===== config.mk =====
export PLATFORM = sky130hd
export DESIGN_NAME = pll_loop_calibration_controls
export DESIGN_NICKNAME = d
export VERILOG_FILES = /design/src/core/pll_cal_pkg.sv /design/src/core/pll_loop_calibration_controls.sv /design/src/core/settle_wait_timer.sv
export VERILOG_INCLUDE_DIRS = /design/src /design/src/core
export SDC_FILE = /design/constraint.sdc
export NUM_CORES = 1
export LEC_CHECK = 0
export BUFFER_PORTS_ARGS = -buffer_cell sky130_fd_sc_hd__buf_2
export CAP_MARGIN = 15
export CORE_MARGIN = 2
export CORE_UTILIZATION = 40
export CTS_CLUSTER_SIZE = 24
export DETAILED_ROUTE_END_ITERATION = 12
export GPL_TIMING_DRIVEN = 0
export PLACE_DENSITY = 0.77
export SLEW_MARGIN = 0
export SYNTH_ARGS = -nofsm -noshare
export SYNTH_HDL_FRONTEND = slang
export SYNTH_SLANG_ARGS = --single-unit

===== constraint.sdc =====
create_clock -name mclk -period 3.9 [get_ports mclk]
set_input_delay 0.39 -clock mclk [delete_from_list [all_inputs] [get_ports mclk]]
set_output_delay 0.39 -clock mclk [all_outputs]
set_load 0.05 [all_outputs]

===== src/core/pll_cal_params.svh =====
// Register indices, field layout, reset values and settle times of the PLL calibration controls
`ifndef PLL_CAL_PARAMS_SVH
`define PLL_CAL_PARAMS_SVH

// Register indices; byte address is four times the index
`define IDX_FILTER_ORDER  8'h76
`define IDX_CAL_WAITS     8'h77
`define IDX_BW_MODE       8'h78
`define IDX_CAL_CONTROL   8'h79
`define IDX_PULSE_STRETCH 8'h83

`define ORDER_MSB 2
`define ORDER_LSB 0
`define CLSD_MSB  3
`define CLSD_LSB  2
`define VCO_MSB   1
`define VCO_LSB   0
`define BW_BIT    0
`define WIDEN_BIT 7
`define START_BIT 0

`define ORDER_RST 3'h3
`define CLSD_RST  2'h0
`define VCO_RST   2'h1
`define BW_RST    1'h0
`define WIDEN_RST 1'h0

`define ORDER_SECOND 3'h3
`define ORDER_THIRD  3'h7

`define PULSE_NARROW_PS 10'h0C8
`define PULSE_WIDE_PS   10'h258

`define CLK_PERIOD_NS 10
`define CLSD_T0_US    30
`define CLSD_T1_US    300
`define CLSD_T2_MS    30
`define CLSD_T3_MS    300
`define VCO_T0_US     20
`define VCO_T1_US     400
`define VCO_T2_MS     8
`define VCO_T3_MS     200
`define CLSD_C0       ((`CLSD_T0_US * 1000) / `CLK_PERIOD_NS)
`define VCO_C0        ((`VCO_T0_US * 1000) / `CLK_PERIOD_NS)

`define CNT_W 25

`endif


===== src/core/pll_cal_pkg.sv =====
// Types shared by the PLL calibration control block
`include "pll_cal_params.svh"
package pll_cal_pkg;
  typedef enum logic [3:0] {
    CAL_IDLE    = 4'h1,
    CAL_OSC     = 4'h2,
    CAL_LOOP    = 4'h4,
    CAL_SETTLED = 4'h8
  } cal_state_e;

  typedef logic [`CNT_W-1:0] wait_count_t;
endpackage : pll_cal_pkg


===== src/core/pll_loop_calibration_controls.sv =====
// PLL loop filter, calibration wait, bandwidth and pulse stretch registers on APB
// Operation
// - Filter order code 3 selects the second-order loop filter.
// - Filter order code 7 selects the third-order loop filter.
// - Closed-loop wait code gives 30 us, 300 us, 30 ms or 300 ms.
// - Oscillator wait code gives 20 us, 400 us, 8 ms or 200 ms.
// - Bandwidth bit 1 narrows first PLL bandwidth to 200 Hz.
// - Bandwidth bit 0 keeps first PLL at normal bandwidth range.
// - Stretch bit 0 gives 200 ps minimum detector pulse width.
// - Stretch bit 1 widens minimum detector pulse to about 600 ps.
//
// The APB interface to the registers was chosen for this implementation.
`include "pll_cal_params.svh"
module pll_loop_calibration_controls #(
  parameter int CLSD_WAIT1_CYC = (`CLSD_T1_US * 1000) / `CLK_PERIOD_NS,
  parameter int CLSD_WAIT2_CYC = (`CLSD_T2_MS * 1000000) / `CLK_PERIOD_NS,
  parameter int CLSD_WAIT3_CYC = (`CLSD_T3_MS * 1000000) / `CLK_PERIOD_NS,
  parameter int VCO_WAIT1_CYC  = (`VCO_T1_US * 1000) / `CLK_PERIOD_NS,
  parameter int VCO_WAIT2_CYC  = (`VCO_T2_MS * 1000000) / `CLK_PERIOD_NS,
  parameter int VCO_WAIT3_CYC  = (`VCO_T3_MS * 1000000) / `CLK_PERIOD_NS
) (
  input  wire logic                     mclk,
  input  wire logic                     rst,
  input  wire logic                     psel,
  input  wire logic                     penable,
  input  wire logic                     pwrite,
  input  wire logic [11:0]              paddr,
  input  wire logic [31:0]              pwdata,
  input  wire logic [3:0]               pstrb,
  output logic                          pready,
  output logic [31:0]                   prdata,
  output logic                          pslverr,
  output logic [2:0]                    first_loop_filter_order_sel,
  output logic                          second_order_filter_en,
  output logic                          third_order_filter_en,
  output logic [1:0]                    first_closed_loop_settle_sel,
  output logic [1:0]                    first_oscillator_settle_sel,
  output logic                          first_narrow_bandwidth_sel,
  output logic                          jitter_cleaner_en,
  output logic                          normal_bandwidth_en,
  output logic                          second_detector_pulse_widen,
  output logic [9:0]                    detector_min_pulse_ps,
  output pll_cal_pkg::cal_state_e       cal_state,
  output logic                          oscillator_settling,
  output logic                          closed_loop_settling
);
  import pll_cal_pkg::*;

  logic        hit_order;
  logic        hit_waits;
  logic        hit_bw;
  logic        hit_ctrl;
  logic        hit_widen;
  logic        mapped;
  logic        wr_en;
  logic        rd_setup;
  logic [7:0]  rd_byte;
  logic [31:0] prdata_q;
  logic [2:0]  wr_order_val;

  logic [2:0]  order_q;
  logic [2:0]  order_d;
  logic [1:0]  clsd_q;
  logic [1:0]  clsd_d;
  logic [1:0]  vco_q;
  logic [1:0]  vco_d;
  logic        bw_q;
  logic        bw_d;
  logic        widen_q;
  logic        widen_d;
  logic        second_q;
  logic        third_q;
  logic        reserved_q;
  logic        jitter_q;
  logic        normal_q;
  logic [9:0]  pulse_ps_q;

  cal_state_e  state_q;
  cal_state_e  state_d;
  logic        start_req;
  logic        tmr_load;
  wait_count_t tmr_val;
  logic        tmr_expired;
  logic        tmr_running;

  // Settle lengths in clock cycles, indexed by wait code
  localparam wait_count_t LOOP_TAB [4] = '{wait_count_t'(`CLSD_C0), wait_count_t'(CLSD_WAIT1_CYC),
                                           wait_count_t'(CLSD_WAIT2_CYC), wait_count_t'(CLSD_WAIT3_CYC)};
  localparam wait_count_t OSC_TAB [4]  = '{wait_count_t'(`VCO_C0), wait_count_t'(VCO_WAIT1_CYC),
                                           wait_count_t'(VCO_WAIT2_CYC), wait_count_t'(VCO_WAIT3_CYC)};

  // APB decode; zero wait states, error on unmapped addresses
  assign hit_order = (paddr == {2'h0, `IDX_FILTER_ORDER, 2'h0});
  assign hit_waits = (paddr == {2'h0, `IDX_CAL_WAITS, 2'h0});
  assign hit_bw    = (paddr == {2'h0, `IDX_BW_MODE, 2'h0});
  assign hit_ctrl  = (paddr == {2'h0, `IDX_CAL_CONTROL, 2'h0});
  assign hit_widen = (paddr == {2'h0, `IDX_PULSE_STRETCH, 2'h0});
  assign mapped    = hit_order | hit_waits | hit_bw | hit_ctrl | hit_widen;

  assign pready       = 1'b1;
  assign pslverr      = psel && penable && !mapped;
  assign wr_en        = psel && penable && pwrite && mapped && pstrb[0];
  assign rd_setup     = psel && !penable && !pwrite;
  assign start_req    = wr_en && hit_ctrl && pwdata[`START_BIT];
  assign wr_order_val = pwdata[`ORDER_MSB:`ORDER_LSB];

  // Only field bits are stored, reserved bits are dropped
  always_comb
  begin
    order_d = order_q;
    clsd_d  = clsd_q;
    vco_d   = vco_q;
    bw_d    = bw_q;
    widen_d = widen_q;
    if (wr_en && hit_order)
      order_d = wr_order_val;
    if (wr_en && hit_waits)
    begin
      clsd_d = pwdata[`CLSD_MSB:`CLSD_LSB];
      vco_d  = pwdata[`VCO_MSB:`VCO_LSB];
    end
    if (wr_en && hit_bw)
      bw_d = pwdata[`BW_BIT];
    if (wr_en && hit_widen)
      widen_d = pwdata[`WIDEN_BIT];
  end

  always_ff @(posedge mclk)
  begin
    if (rst)
    begin
      order_q <= `ORDER_RST;
      clsd_q  <= `CLSD_RST;
      vco_q   <= `VCO_RST;
      bw_q    <= `BW_RST;
      widen_q <= `WIDEN_RST;
    end
    else
    begin
      order_q <= order_d;
      clsd_q  <= clsd_d;
      vco_q   <= vco_d;
      bw_q    <= bw_d;
      widen_q <= widen_d;
    end
  end

  // Analog settings decoded into flops, aligned with the fields
  always_ff @(posedge mclk)
  begin
    if (rst)
    begin
      second_q   <= 1'b1;
      third_q    <= 1'b0;
      reserved_q <= 1'b0;
      jitter_q   <= 1'b0;
      normal_q   <= 1'b1;
      pulse_ps_q <= `PULSE_NARROW_PS;
    end
    else
    begin
      second_q   <= (order_d == `ORDER_SECOND);
      third_q    <= (order_d == `ORDER_THIRD);
      reserved_q <= (order_d != `ORDER_SECOND) && (order_d != `ORDER_THIRD);
      jitter_q   <= bw_d;
      normal_q   <= !bw_d;
      pulse_ps_q <= widen_d ? `PULSE_WIDE_PS : `PULSE_NARROW_PS;
    end
  end

  // Read data captured in the setup phase, valid through the access phase
  always_comb
  begin
    rd_byte = 8'h00;
    if (hit_order)
      rd_byte = {5'h00, order_q};
    else if (hit_waits)
      rd_byte = {4'h0, clsd_q, vco_q};
    else if (hit_bw)
      rd_byte = {7'h00, bw_q};
    else if (hit_ctrl)
      rd_byte = {3'h0, reserved_q, state_q};
    else if (hit_widen)
      rd_byte = {widen_q, 7'h00};
  end

  always_ff @(posedge mclk)
  begin
    if (rst)
    begin
      prdata_q <= 32'h0000_0000;
    end
    else if (rd_setup)
    begin
      prdata_q <= {24'h00_0000, rd_byte};
    end
  end

  // Calibration sequence: oscillator wait, then closed-loop wait
  always_comb
  begin
    state_d  = state_q;
    tmr_load = 1'b0;
    tmr_val  = '0;
    unique case (state_q)
      CAL_IDLE, CAL_SETTLED:
      begin
        if (start_req)
        begin
          state_d  = CAL_OSC;
          tmr_load = 1'b1;
          tmr_val  = OSC_TAB[vco_q];
        end
      end
      CAL_OSC:
      begin
        if (tmr_expired)
        begin
          state_d  = CAL_LOOP;
          tmr_load = 1'b1;
          tmr_val  = LOOP_TAB[clsd_q];
        end
      end
      CAL_LOOP:
      begin
        if (tmr_expired)
        begin
          state_d = CAL_SETTLED;
        end
      end
      default:
      begin
        state_d = CAL_IDLE;
      end
    endcase
  end

  always_ff @(posedge mclk)
  begin
    if (rst)
    begin
      state_q <= CAL_IDLE;
    end
    else
    begin
      state_q <= state_d;
    end
  end

  settle_wait_timer u_wait (
    .mclk       (mclk),
    .rst        (rst),
    .load       (tmr_load),
    .load_count (tmr_val),
    .expired    (tmr_expired),
    .running    (tmr_running)
  );

  assign prdata                       = prdata_q;
  assign first_loop_filter_order_sel  = order_q;
  assign second_order_filter_en       = second_q;
  assign third_order_filter_en        = third_q;
  assign first_closed_loop_settle_sel = clsd_q;
  assign first_oscillator_settle_sel  = vco_q;
  assign first_narrow_bandwidth_sel   = bw_q;
  assign jitter_cleaner_en            = jitter_q;
  assign normal_bandwidth_en          = normal_q;
  assign second_detector_pulse_widen  = widen_q;
  assign detector_min_pulse_ps        = pulse_ps_q;
  assign cal_state                    = state_q;
  assign oscillator_settling          = (state_q == CAL_OSC);
  assign closed_loop_settling         = (state_q == CAL_LOOP);

  // Helper: cycles spent in the current wait and the code it was loaded from
  wait_count_t elapsed_q;
  logic [1:0]  code_q;

  always_ff @(posedge mclk)
  begin
    if (rst)
    begin
      elapsed_q <= '0;
      code_q    <= 2'h0;
    end
    else if (tmr_load)
    begin
      elapsed_q <= '0;
      code_q    <= (state_q == CAL_OSC) ? clsd_q : vco_q;
    end
    else if (tmr_running)
    begin
      elapsed_q <= elapsed_q + wait_count_t'(1);
    end
  end
endmodule : pll_loop_calibration_controls


===== src/core/settle_wait_timer.sv =====
// Down counter that times one settle period in clock cycles
`include "pll_cal_params.svh"
module settle_wait_timer (
  input  wire logic                      mclk,
  input  wire logic                      rst,
  input  wire logic                      load,
  input  wire pll_cal_pkg::wait_count_t  load_count,
  output logic                           expired,
  output logic                           running
);
  import pll_cal_pkg::*;

  wait_count_t cnt_q;
  logic        running_q;

  assign expired = running_q && (cnt_q == '0);
  assign running = running_q;

  // Load of N holds the timer for exactly N cycles
  always_ff @(posedge mclk)
  begin
    if (rst)
    begin
      cnt_q     <= '0;
      running_q <= 1'b0;
    end
    else if (load)
    begin
      cnt_q     <= load_count - wait_count_t'(1);
      running_q <= 1'b1;
    end
    else if (expired)
    begin
      running_q <= 1'b0;
    end
    else if (running_q)
    begin
      cnt_q <= cnt_q - wait_count_t'(1);
    end
  end
endmodule : settle_wait_timer


==> results by group, run 1 <==
Clock tree
  – Total clock sinks: 50
  – CTS tree: done
  – H-tree levels: 2
  – Clock Path Buffers: 2
  – Clock-pin slew on the worst setup and hold paths: 110 ps
  – CTS Buf Count: 5
  – Clock latency on the worst-skew pair: 320 ps
  – Clock root buffer: clkbuf_8

Setup path
  – Setup crit end kind: flop
  – CP cell instances: buf_2 > or4b_2 > clkbuf_1 > nor3_4 > nor2_1 > buf_2 > nand2_1 > ha_1 > o211ai_1 > nor4_4 > buf_4 > nand4_1 > xnor2_1 > a211oi_1
  – Worst flop-to-flop path startpoint: cal_state[2]
  – Reg-to-reg slack, setup: 320 ps
  – Critical path class: reg2reg
  – CP dominant cell by count: buf_2
  – Reg-to-Reg End: u_wait.cnt_q[14]
  – Slowest-stage cell, CP: or4b_2
  – Maximum fanout along the worst path: 19
  – Cell family with most CP delay: simple AND/OR/NAND/NOR gates
  – Cell depth of the worst flop-to-flop path: 14
  – Worst Setup SP: cal_state[2]
  – CP startpoint kind: flop
  – Buffers plus inverters on the worst setup path: 4
  – Worst path max stage delay: 630 ps
  – Crit path required time: 4130 ps
  – Crit path DAT: 3810 ps

Route
  – Via count: 3,882
  – First-pass iteration count of the detailed router: 5
  – DR iter-0 viols: 369
  – Antenna-violating nets left: 0
  – Routed wire per std cell: 16.4 um
  – Drt via density: 5.66
  – Residual DRC: 0
  – Routed WL: 11,300 um

Timing
  – Max-slew violation count: 0
  – Slew margin rel.: 51.4%
  – Final setup viols: 0
  – RSZ-0062 raised after global routing: no
  – Final Critical Period: 3580 ps
  – Final WS setup: 322 ps
  – Skew final: 8.96 ps
  – Worst hold margin: 291 ps
  – Fmax: 279 MHz
  – Worst-margin pin slew: 723 ps
  – Period utilization: 91.7%
  – Final hold vios: 0

Global route
  – First-pass GRT wire length: 18,500 um
  – Initial antenna violation count: 0
  – Overflow after GRT: 0
  – Total GRT Usage: 22.9%
  – Vias in the first global route: 3,622
  – GR Layer Usage met2: 36.8%
  – Met3 Usage GRT: 3.27%
  – Pin count of the biggest net entering global routing: 20
  – GR peak layer: met2
  – Met1 Use GR: 30.9%

Power
  – Net Sw Power: 322 uW
  – Pwr Density: 230 mW/mm^2
  – Total power: 1010 uW
  – Comb power frac: 14.9%
  – Internal power: 687 uW
  – Peak supply drop: 166 uV
  – Clock power share: 34.3%
  – Leak pwr: 0.00196 uW
  – Switching Fraction: 31.9%
  – Sequential Power Share: 50.8%

Placement
  – Placer Congestion: 0.992
  – HPWL after DPL: 8590 um
  – Dpl ws: -659 ps
  – # port buffers: 50
  – # placed instances: 674

Worst hold path
  – Depth of the worst hold-timing path: 3
  – Hold Path End: first_closed_loop_settle_sel[1]
  – HP Class: in2reg
  – Hold wc startpoint: pwdata[3]

Floorplan
  – Die H: 100 um
  – Initial core utilization: 40.8%
  – Die span in x: 100 um
  – Core ar.: 0.00911 mm^2
  – IO Pins: 116
  – Die Area: 0.0101 mm^2
  – # rows: 35

Job
  – Max cap viols: 0

Yosys
  – Area contributors post-synth: dfxtp_1, buf_4, nor2_1, nand2_1, ha_1
  – Mean post-synth cell area: 7.73 um^2
  – Dominant cell type by area after synthesis: dfxtp_1
  – Most frequent cell after synthesis: nor2_1
  – Ys Warns: 0
  – Sequential share of the synthesized area: 26.9%
  – Ys flop type: dfxtp_1
  – Seq cells post-synth: 50
  – Synthesized area: 0.00372 mm^2
  – Async SR Flop Fraction: 0%
  – Post-synth EDFFs: 0
  – Synth Instances: 481
  – Synth top area share: 26.9%
  – Cell variety after synth: 69
  – Top cells by count, synth: nor2_1, dfxtp_1, nand2_1, buf_4, o21ai_0

Finish
  – Final cell count without fillers: 686
  – Ant diodes: 0
  – Final #Nets: 640
  – P&R area growth vs syn: 17.8%
  – Share of cells above drive strength 1: 23.1%

Status
  – Status: finished clean
==> stage by stage <==
stage               utilization (%)  cell area (um^2)  TNS, ps
finish                         48.1              4380        0
global route                   48.1              4380        0
CTS                            47.7              4340        0
detailed placement             46.4              4230    -4910
global placement               46.4              4230    -3920
floorplan                         -              3840        0
==> power groups by stage <==
stage	Sequential, uW	Clock [uW]	Combinational [uW]
after floorplan	528	0	119
after detailed placement	524	0	148
final	512	346	151
after global routing	512	369	159
after CTS	512	344	148
after global placement	524	0	147
==> final cells by class <==
class | count | area, um^2
fillers | 925 | 4730
plain buffers | 58 | 370
well taps | 111 | 139
clock inverters | 3 | 28.8
repair buffers | 55 | 285
inverters | 16 | 60.1
flip-flops and latches | 50 | 1000
clock buffers | 5 | 68.8
multi-input cells | 388 | 2420
==> sequential cells by signal (all words and copies together), names as in the netlist <==
register	count
u_wait.cnt_q	25
reserved_q	1
normal_bandwidth_en	1
detector_min_pulse_ps	2
first_oscillator_settle_sel	2
cal_state	4
second_order_filter_en	1
u_wait.running	1
third_order_filter_en	1
first_loop_filter_order_sel	3
first_closed_loop_settle_sel	2
prdata	6
jitter_cleaner_en	1
==> logic make-up after synthesis <==
logic type      count (synthesis)  synth area share, %
other cells                     2                0.202
compound gates                 89                 16.0
simple gates                  230                 35.2
fa+ha+maj                      13                 4.38
mux                            12                 3.26
buf+inv                        75                 11.6
xor+xnor                       10                 2.36
flops                          50                 26.9
==> layout by cell type (no fill, tap or decap), types with 10 or more instances in the layout <==
master,netlist,routed
ha_1,13,13
mux2i_1,11,11
o21ai_0,24,24
nand4_1,10,10
conb_1,2,34
clkbuf_1,17,15
nor4_1,14,12
nand2_1,50,50
inv_1,16,16
nor3_1,21,21
nand3_1,14,14
nor2_1,53,52
buf_4,37,41
buf_2,4,55
dfxtp_1,50,50
a21oi_1,20,20
==> routing by layer <==
metal | share of wire (%) | wire [um]
met4 | 3.0 | 335
met2 | 46 | 5200
met5 | 0 | 0
met3 | 6.7 | 751
met1 | 44 | 4990
==> tightest hold or removal path, stage by stage <==
cell	delay [ps]
buf_2	70
mux2i_1	50
nor2_1	70
==> worst max-delay path by stage <==
stage	end	slack, ps	depth (start not counted)
detailed placement	u_wait.cnt_q[20]	-660	14
finish	u_wait.cnt_q[14]	320	14
floorplan	u_wait.cnt_q[18]	40	14
global route	u_wait.cnt_q[20]	90	13
global placement	u_wait.cnt_q[18]	-560	15
CTS	u_wait.cnt_q[14]	100	14
==> what timing repair did <==
item,4_1_cts,5_1_grt
endpoints found under the setup margin,10,10
pin swaps,1,1
resized for setup,2,4
buffers inserted,2,2
hold buffers,0,0
Power figures use the tool's default switching activity.
==> inputs of run 2 (changes only) <==
ABC_AREA = 1   (was not set)
==> results by group, run 2 <==
Status
  – Status: finished clean

Timing
  – Slew margin rel.: 49.7% (-1.7 points)
  – Final setup viols: 0 (unchanged)
  – Worst-margin pin slew: 748 ps (+24.9 ps)
  – Final hold vios: 0 (unchanged)
  – Max-slew violation count: 0 (unchanged)
  – Setup TNS: 0 ps (unchanged)
  – Skew final: 8.94 ps (-0.0241 ps)
  – Fmax: 303 MHz (+8.3%)
  – RSZ-0062 raised after global routing: no
  – Period utilization: 84.8% (-7.0 points)
  – Final Critical Period: 3310 ps (-273 ps)

Route
  – Antenna-violating nets left: 0 (unchanged)
  – Residual DRC: 0 (unchanged)
  – Highest Signal Layer: met4
  – Routed WL: 10,500 um (-7.1%)
  – Routed wire per std cell: 13.4 um (-19%)
  – Met2 WL: 4930 um (-5.2%)
  – DR iter-0 viols: 363 (-1.6%)
  – Via count: 3,997 (+3.0%)
  – Drt via density: 5.11 (-9.7%)
  – First-pass iteration count of the detailed router: 7 (+2)
  – Met1 wire length: 4630 um (-7.0%)
  – Detail Route met3 WL: 709 um (-5.6%)

Finish
  – Final #Nets: 736 (+15%)
  – Largest Register: u_wait.cnt_q
  – Register Area: 0.00100 mm^2 (unchanged)
  – Multi-input gate area: 0.00218 mm^2 (-10%)
  – Fillers: 988 (+6.8%)
  – P&R area growth vs syn: 16.5%
  – Ant diodes: 0 (unchanged)
  – Max reg flops: 25 (unchanged)
  – Commonest cells after routing, fill and taps aside: nand2_1, nand3_1, inv_1
  – Share of cells above drive strength 1: 20.4% (-2.7 points)
  – Most common cell after layout, fill and taps aside: nand2_1
  – Final cell count without fillers: 782 (+14%)

Yosys
  – Sequential share of the synthesized area: 27.0% (+0.064 points)
  – Most frequent cell after synthesis: nand2_1
  – Mean post-synth cell area: 6.39 um^2 (-17%)
  – Seq cells post-synth: 50 (unchanged)
  – Async SR Flop Fraction: 0% (unchanged)
  – Ys Warns: 0 (unchanged)
  – Top cells by count, synth: nand2_1, nand3_1, inv_1, nor2_1, dfxtp_1
  – Post-synth EDFFs: 0 (unchanged)
  – Synthesized area: 0.00371 mm^2 (-0.24%)
  – Cell variety after synth: 39 (-43%)
  – Ys flop type: dfxtp_1
  – Dominant cell type by area after synthesis: dfxtp_1
  – Synth top area share: 27.0% (+0.064 points)
  – Synth Instances: 580 (+21%)
  – Area contributors post-synth: dfxtp_1, nand2_1, nand3_1, buf_4, inv_1

Floorplan
  – # rows: 35 (unchanged)
  – Die span in x: 100 um (-0.11%)
  – Die H: 100 um (-0.11%)
  – Core ar.: 0.00911 mm^2 (unchanged)
  – Initial core utilization: 40.7% (-0.096 points)
  – Die Area: 0.0101 mm^2 (-0.22%)
  – IO Pins: 116 (unchanged)

Setup path
  – CP cell instances: nor2_1 > nand2_1 > nor3_1 > nand3_1 > nor2_2 > nand3_2 > nand2_1 > inv_1 > clkbuf_1 > nand2_1 > ha_1 > nand2_1 > nor2_2 > nand2_2 > nor2_2 > buf_6 > nand4_1 > nand3_1 > nand2_1
  – Crit path DAT: 3520 ps (-290 ps)
  – Crit path required time: 4120 ps (about the same)
  – CP dominant cell by count: nand2_1
  – CP startpoint kind: flop
  – Setup crit end kind: flop
  – Critical path class: reg2reg
  – Worst path max stage delay: 350 ps (-280 ps)
  – Slowest-stage cell, CP: dfxtp_1
  – Maximum fanout along the worst path: 10 (-9)
  – Cell depth of the worst flop-to-flop path: 19 (+5)

Global route
  – Vias in the first global route: 3,521 (-2.8%)
  – Overflow after GRT: 0 (unchanged)
  – First-pass GRT wire length: 16,600 um (-10%)
  – Total GRT Usage: 20.7% (-2.3 points)
  – Initial antenna violation count: 0 (unchanged)
  – Pin count of the biggest net entering global routing: 19 (-5.0%)

Clock tree
  – Clock Path Buffers: 2 (unchanged)
  – CTS Buf Count: 5 (unchanged)
  – CTS resizes: 0 (-2)
  – Hold-fix buffers at CTS: 0 (unchanged)
  – Post-CTS Setup Bufs: 0 (-2)
  – H-tree levels: 2 (unchanged)
  – Clock latency on the worst-skew pair: 320 ps (about the same)
  – Total clock sinks: 50 (unchanged)
  – Clock root buffer: clkbuf_8
  – CTS tree: done
  – Clock-pin slew on the worst setup and hold paths: 110 ps (about the same)

Placement
  – Placer Congestion: 0.920 (-7.2%)
  – HPWL after DPL: 8350 um (-2.7%)
  – # placed instances: 774 (+15%)
  – # port buffers: 51 (+2.0%)

Power
  – Peak supply drop: 157 uV (-4.9%)
  – Pwr Density: 257 mW/mm^2 (+12%)
  – Leak pwr: 0.00245 uW (+25%)

Job
  – Max cap viols: 0 (unchanged)

Worst hold path
  – HP Class: in2reg
  – Depth of the worst hold-timing path: 2 (-1)
run 2: final cells by class:
cell class | count | area share [%]
Multi-Input combinational cell | 433 | 50.5
Inverter | 78 | 6.78
Timing Repair Buffer | 51 | 5.91
Sequential cell | 50 | 23.2
Clock inverter | 3 | 0.666
Clock buffer | 5 | 1.59
Tap cell | 111 | 3.21
Buffer | 51 | 8.14
run 2: kinds of logic (layout without fill, tap and decap cells):
family          Yosys count  count (layout)  synth area share [%]
other cells               2              34                 0.203
mux                       1               1                 0.270
compound gates           52              52                  8.50
buf+inv                 129             188                  17.4
fa+ha+maj                13              13                  4.39
flops                    50              50                  27.0
simple gates            333             333                  42.3
run 2: power by group:
| part | switching [uW] | internal (uW) | leakage (uW) |
|---|---|---|---|
| combinational | 187 | 60.0 | 0.00199 |
| sequential | 9.65 | 519 | 0.000403 |
| clock | 202 | 134 | 0.0000502 |
run 2: metrics by stage:
stage / cell area (um^2) / hold slack [ps] / setup slack (ps) / util [%] / total power, uW
after floorplan: 3830 / 442 / 478 / - / 739
after global placement: 4220 / 462 / 549 / 46.4 / 780
after detailed placement: 4220 / 458 / 532 / 46.4 / 783
after CTS: 4320 / 305 / 645 / 47.4 / 1110
after global routing: 4320 / 318 / 323 / 47.4 / 1150
final: 4320 / 302 / 595 / 47.4 / 1110
run 2: path summary, 6_finish.rpt:
check | slack, ps | from | end
min | 300 | pwdata[7] | detector_min_pulse_ps[7]
max | 590 | u_wait.cnt_q[12] | u_wait.cnt_q[20]
min reg2reg | 470 | prdata[3] | prdata[3]
max reg2reg | 590 | u_wait.cnt_q[12] | u_wait.cnt_q[20]
run 2: critical path: cells and delay by family (launching register included):
kind	cells	cell delay (ps)
DFF	1	350
and+or+nand+nor	15	2160
adders and majority gates	1	170
buffers and inverters	3	520
run 2: layer usage:
layer / vias up / global-route usage (%)
met1: 1810 / 27.6
met5: - / 0
met4: 0 / 6.43
li1: 2002 / -
met3: 15 / 2.72
met2: 170 / 34.6
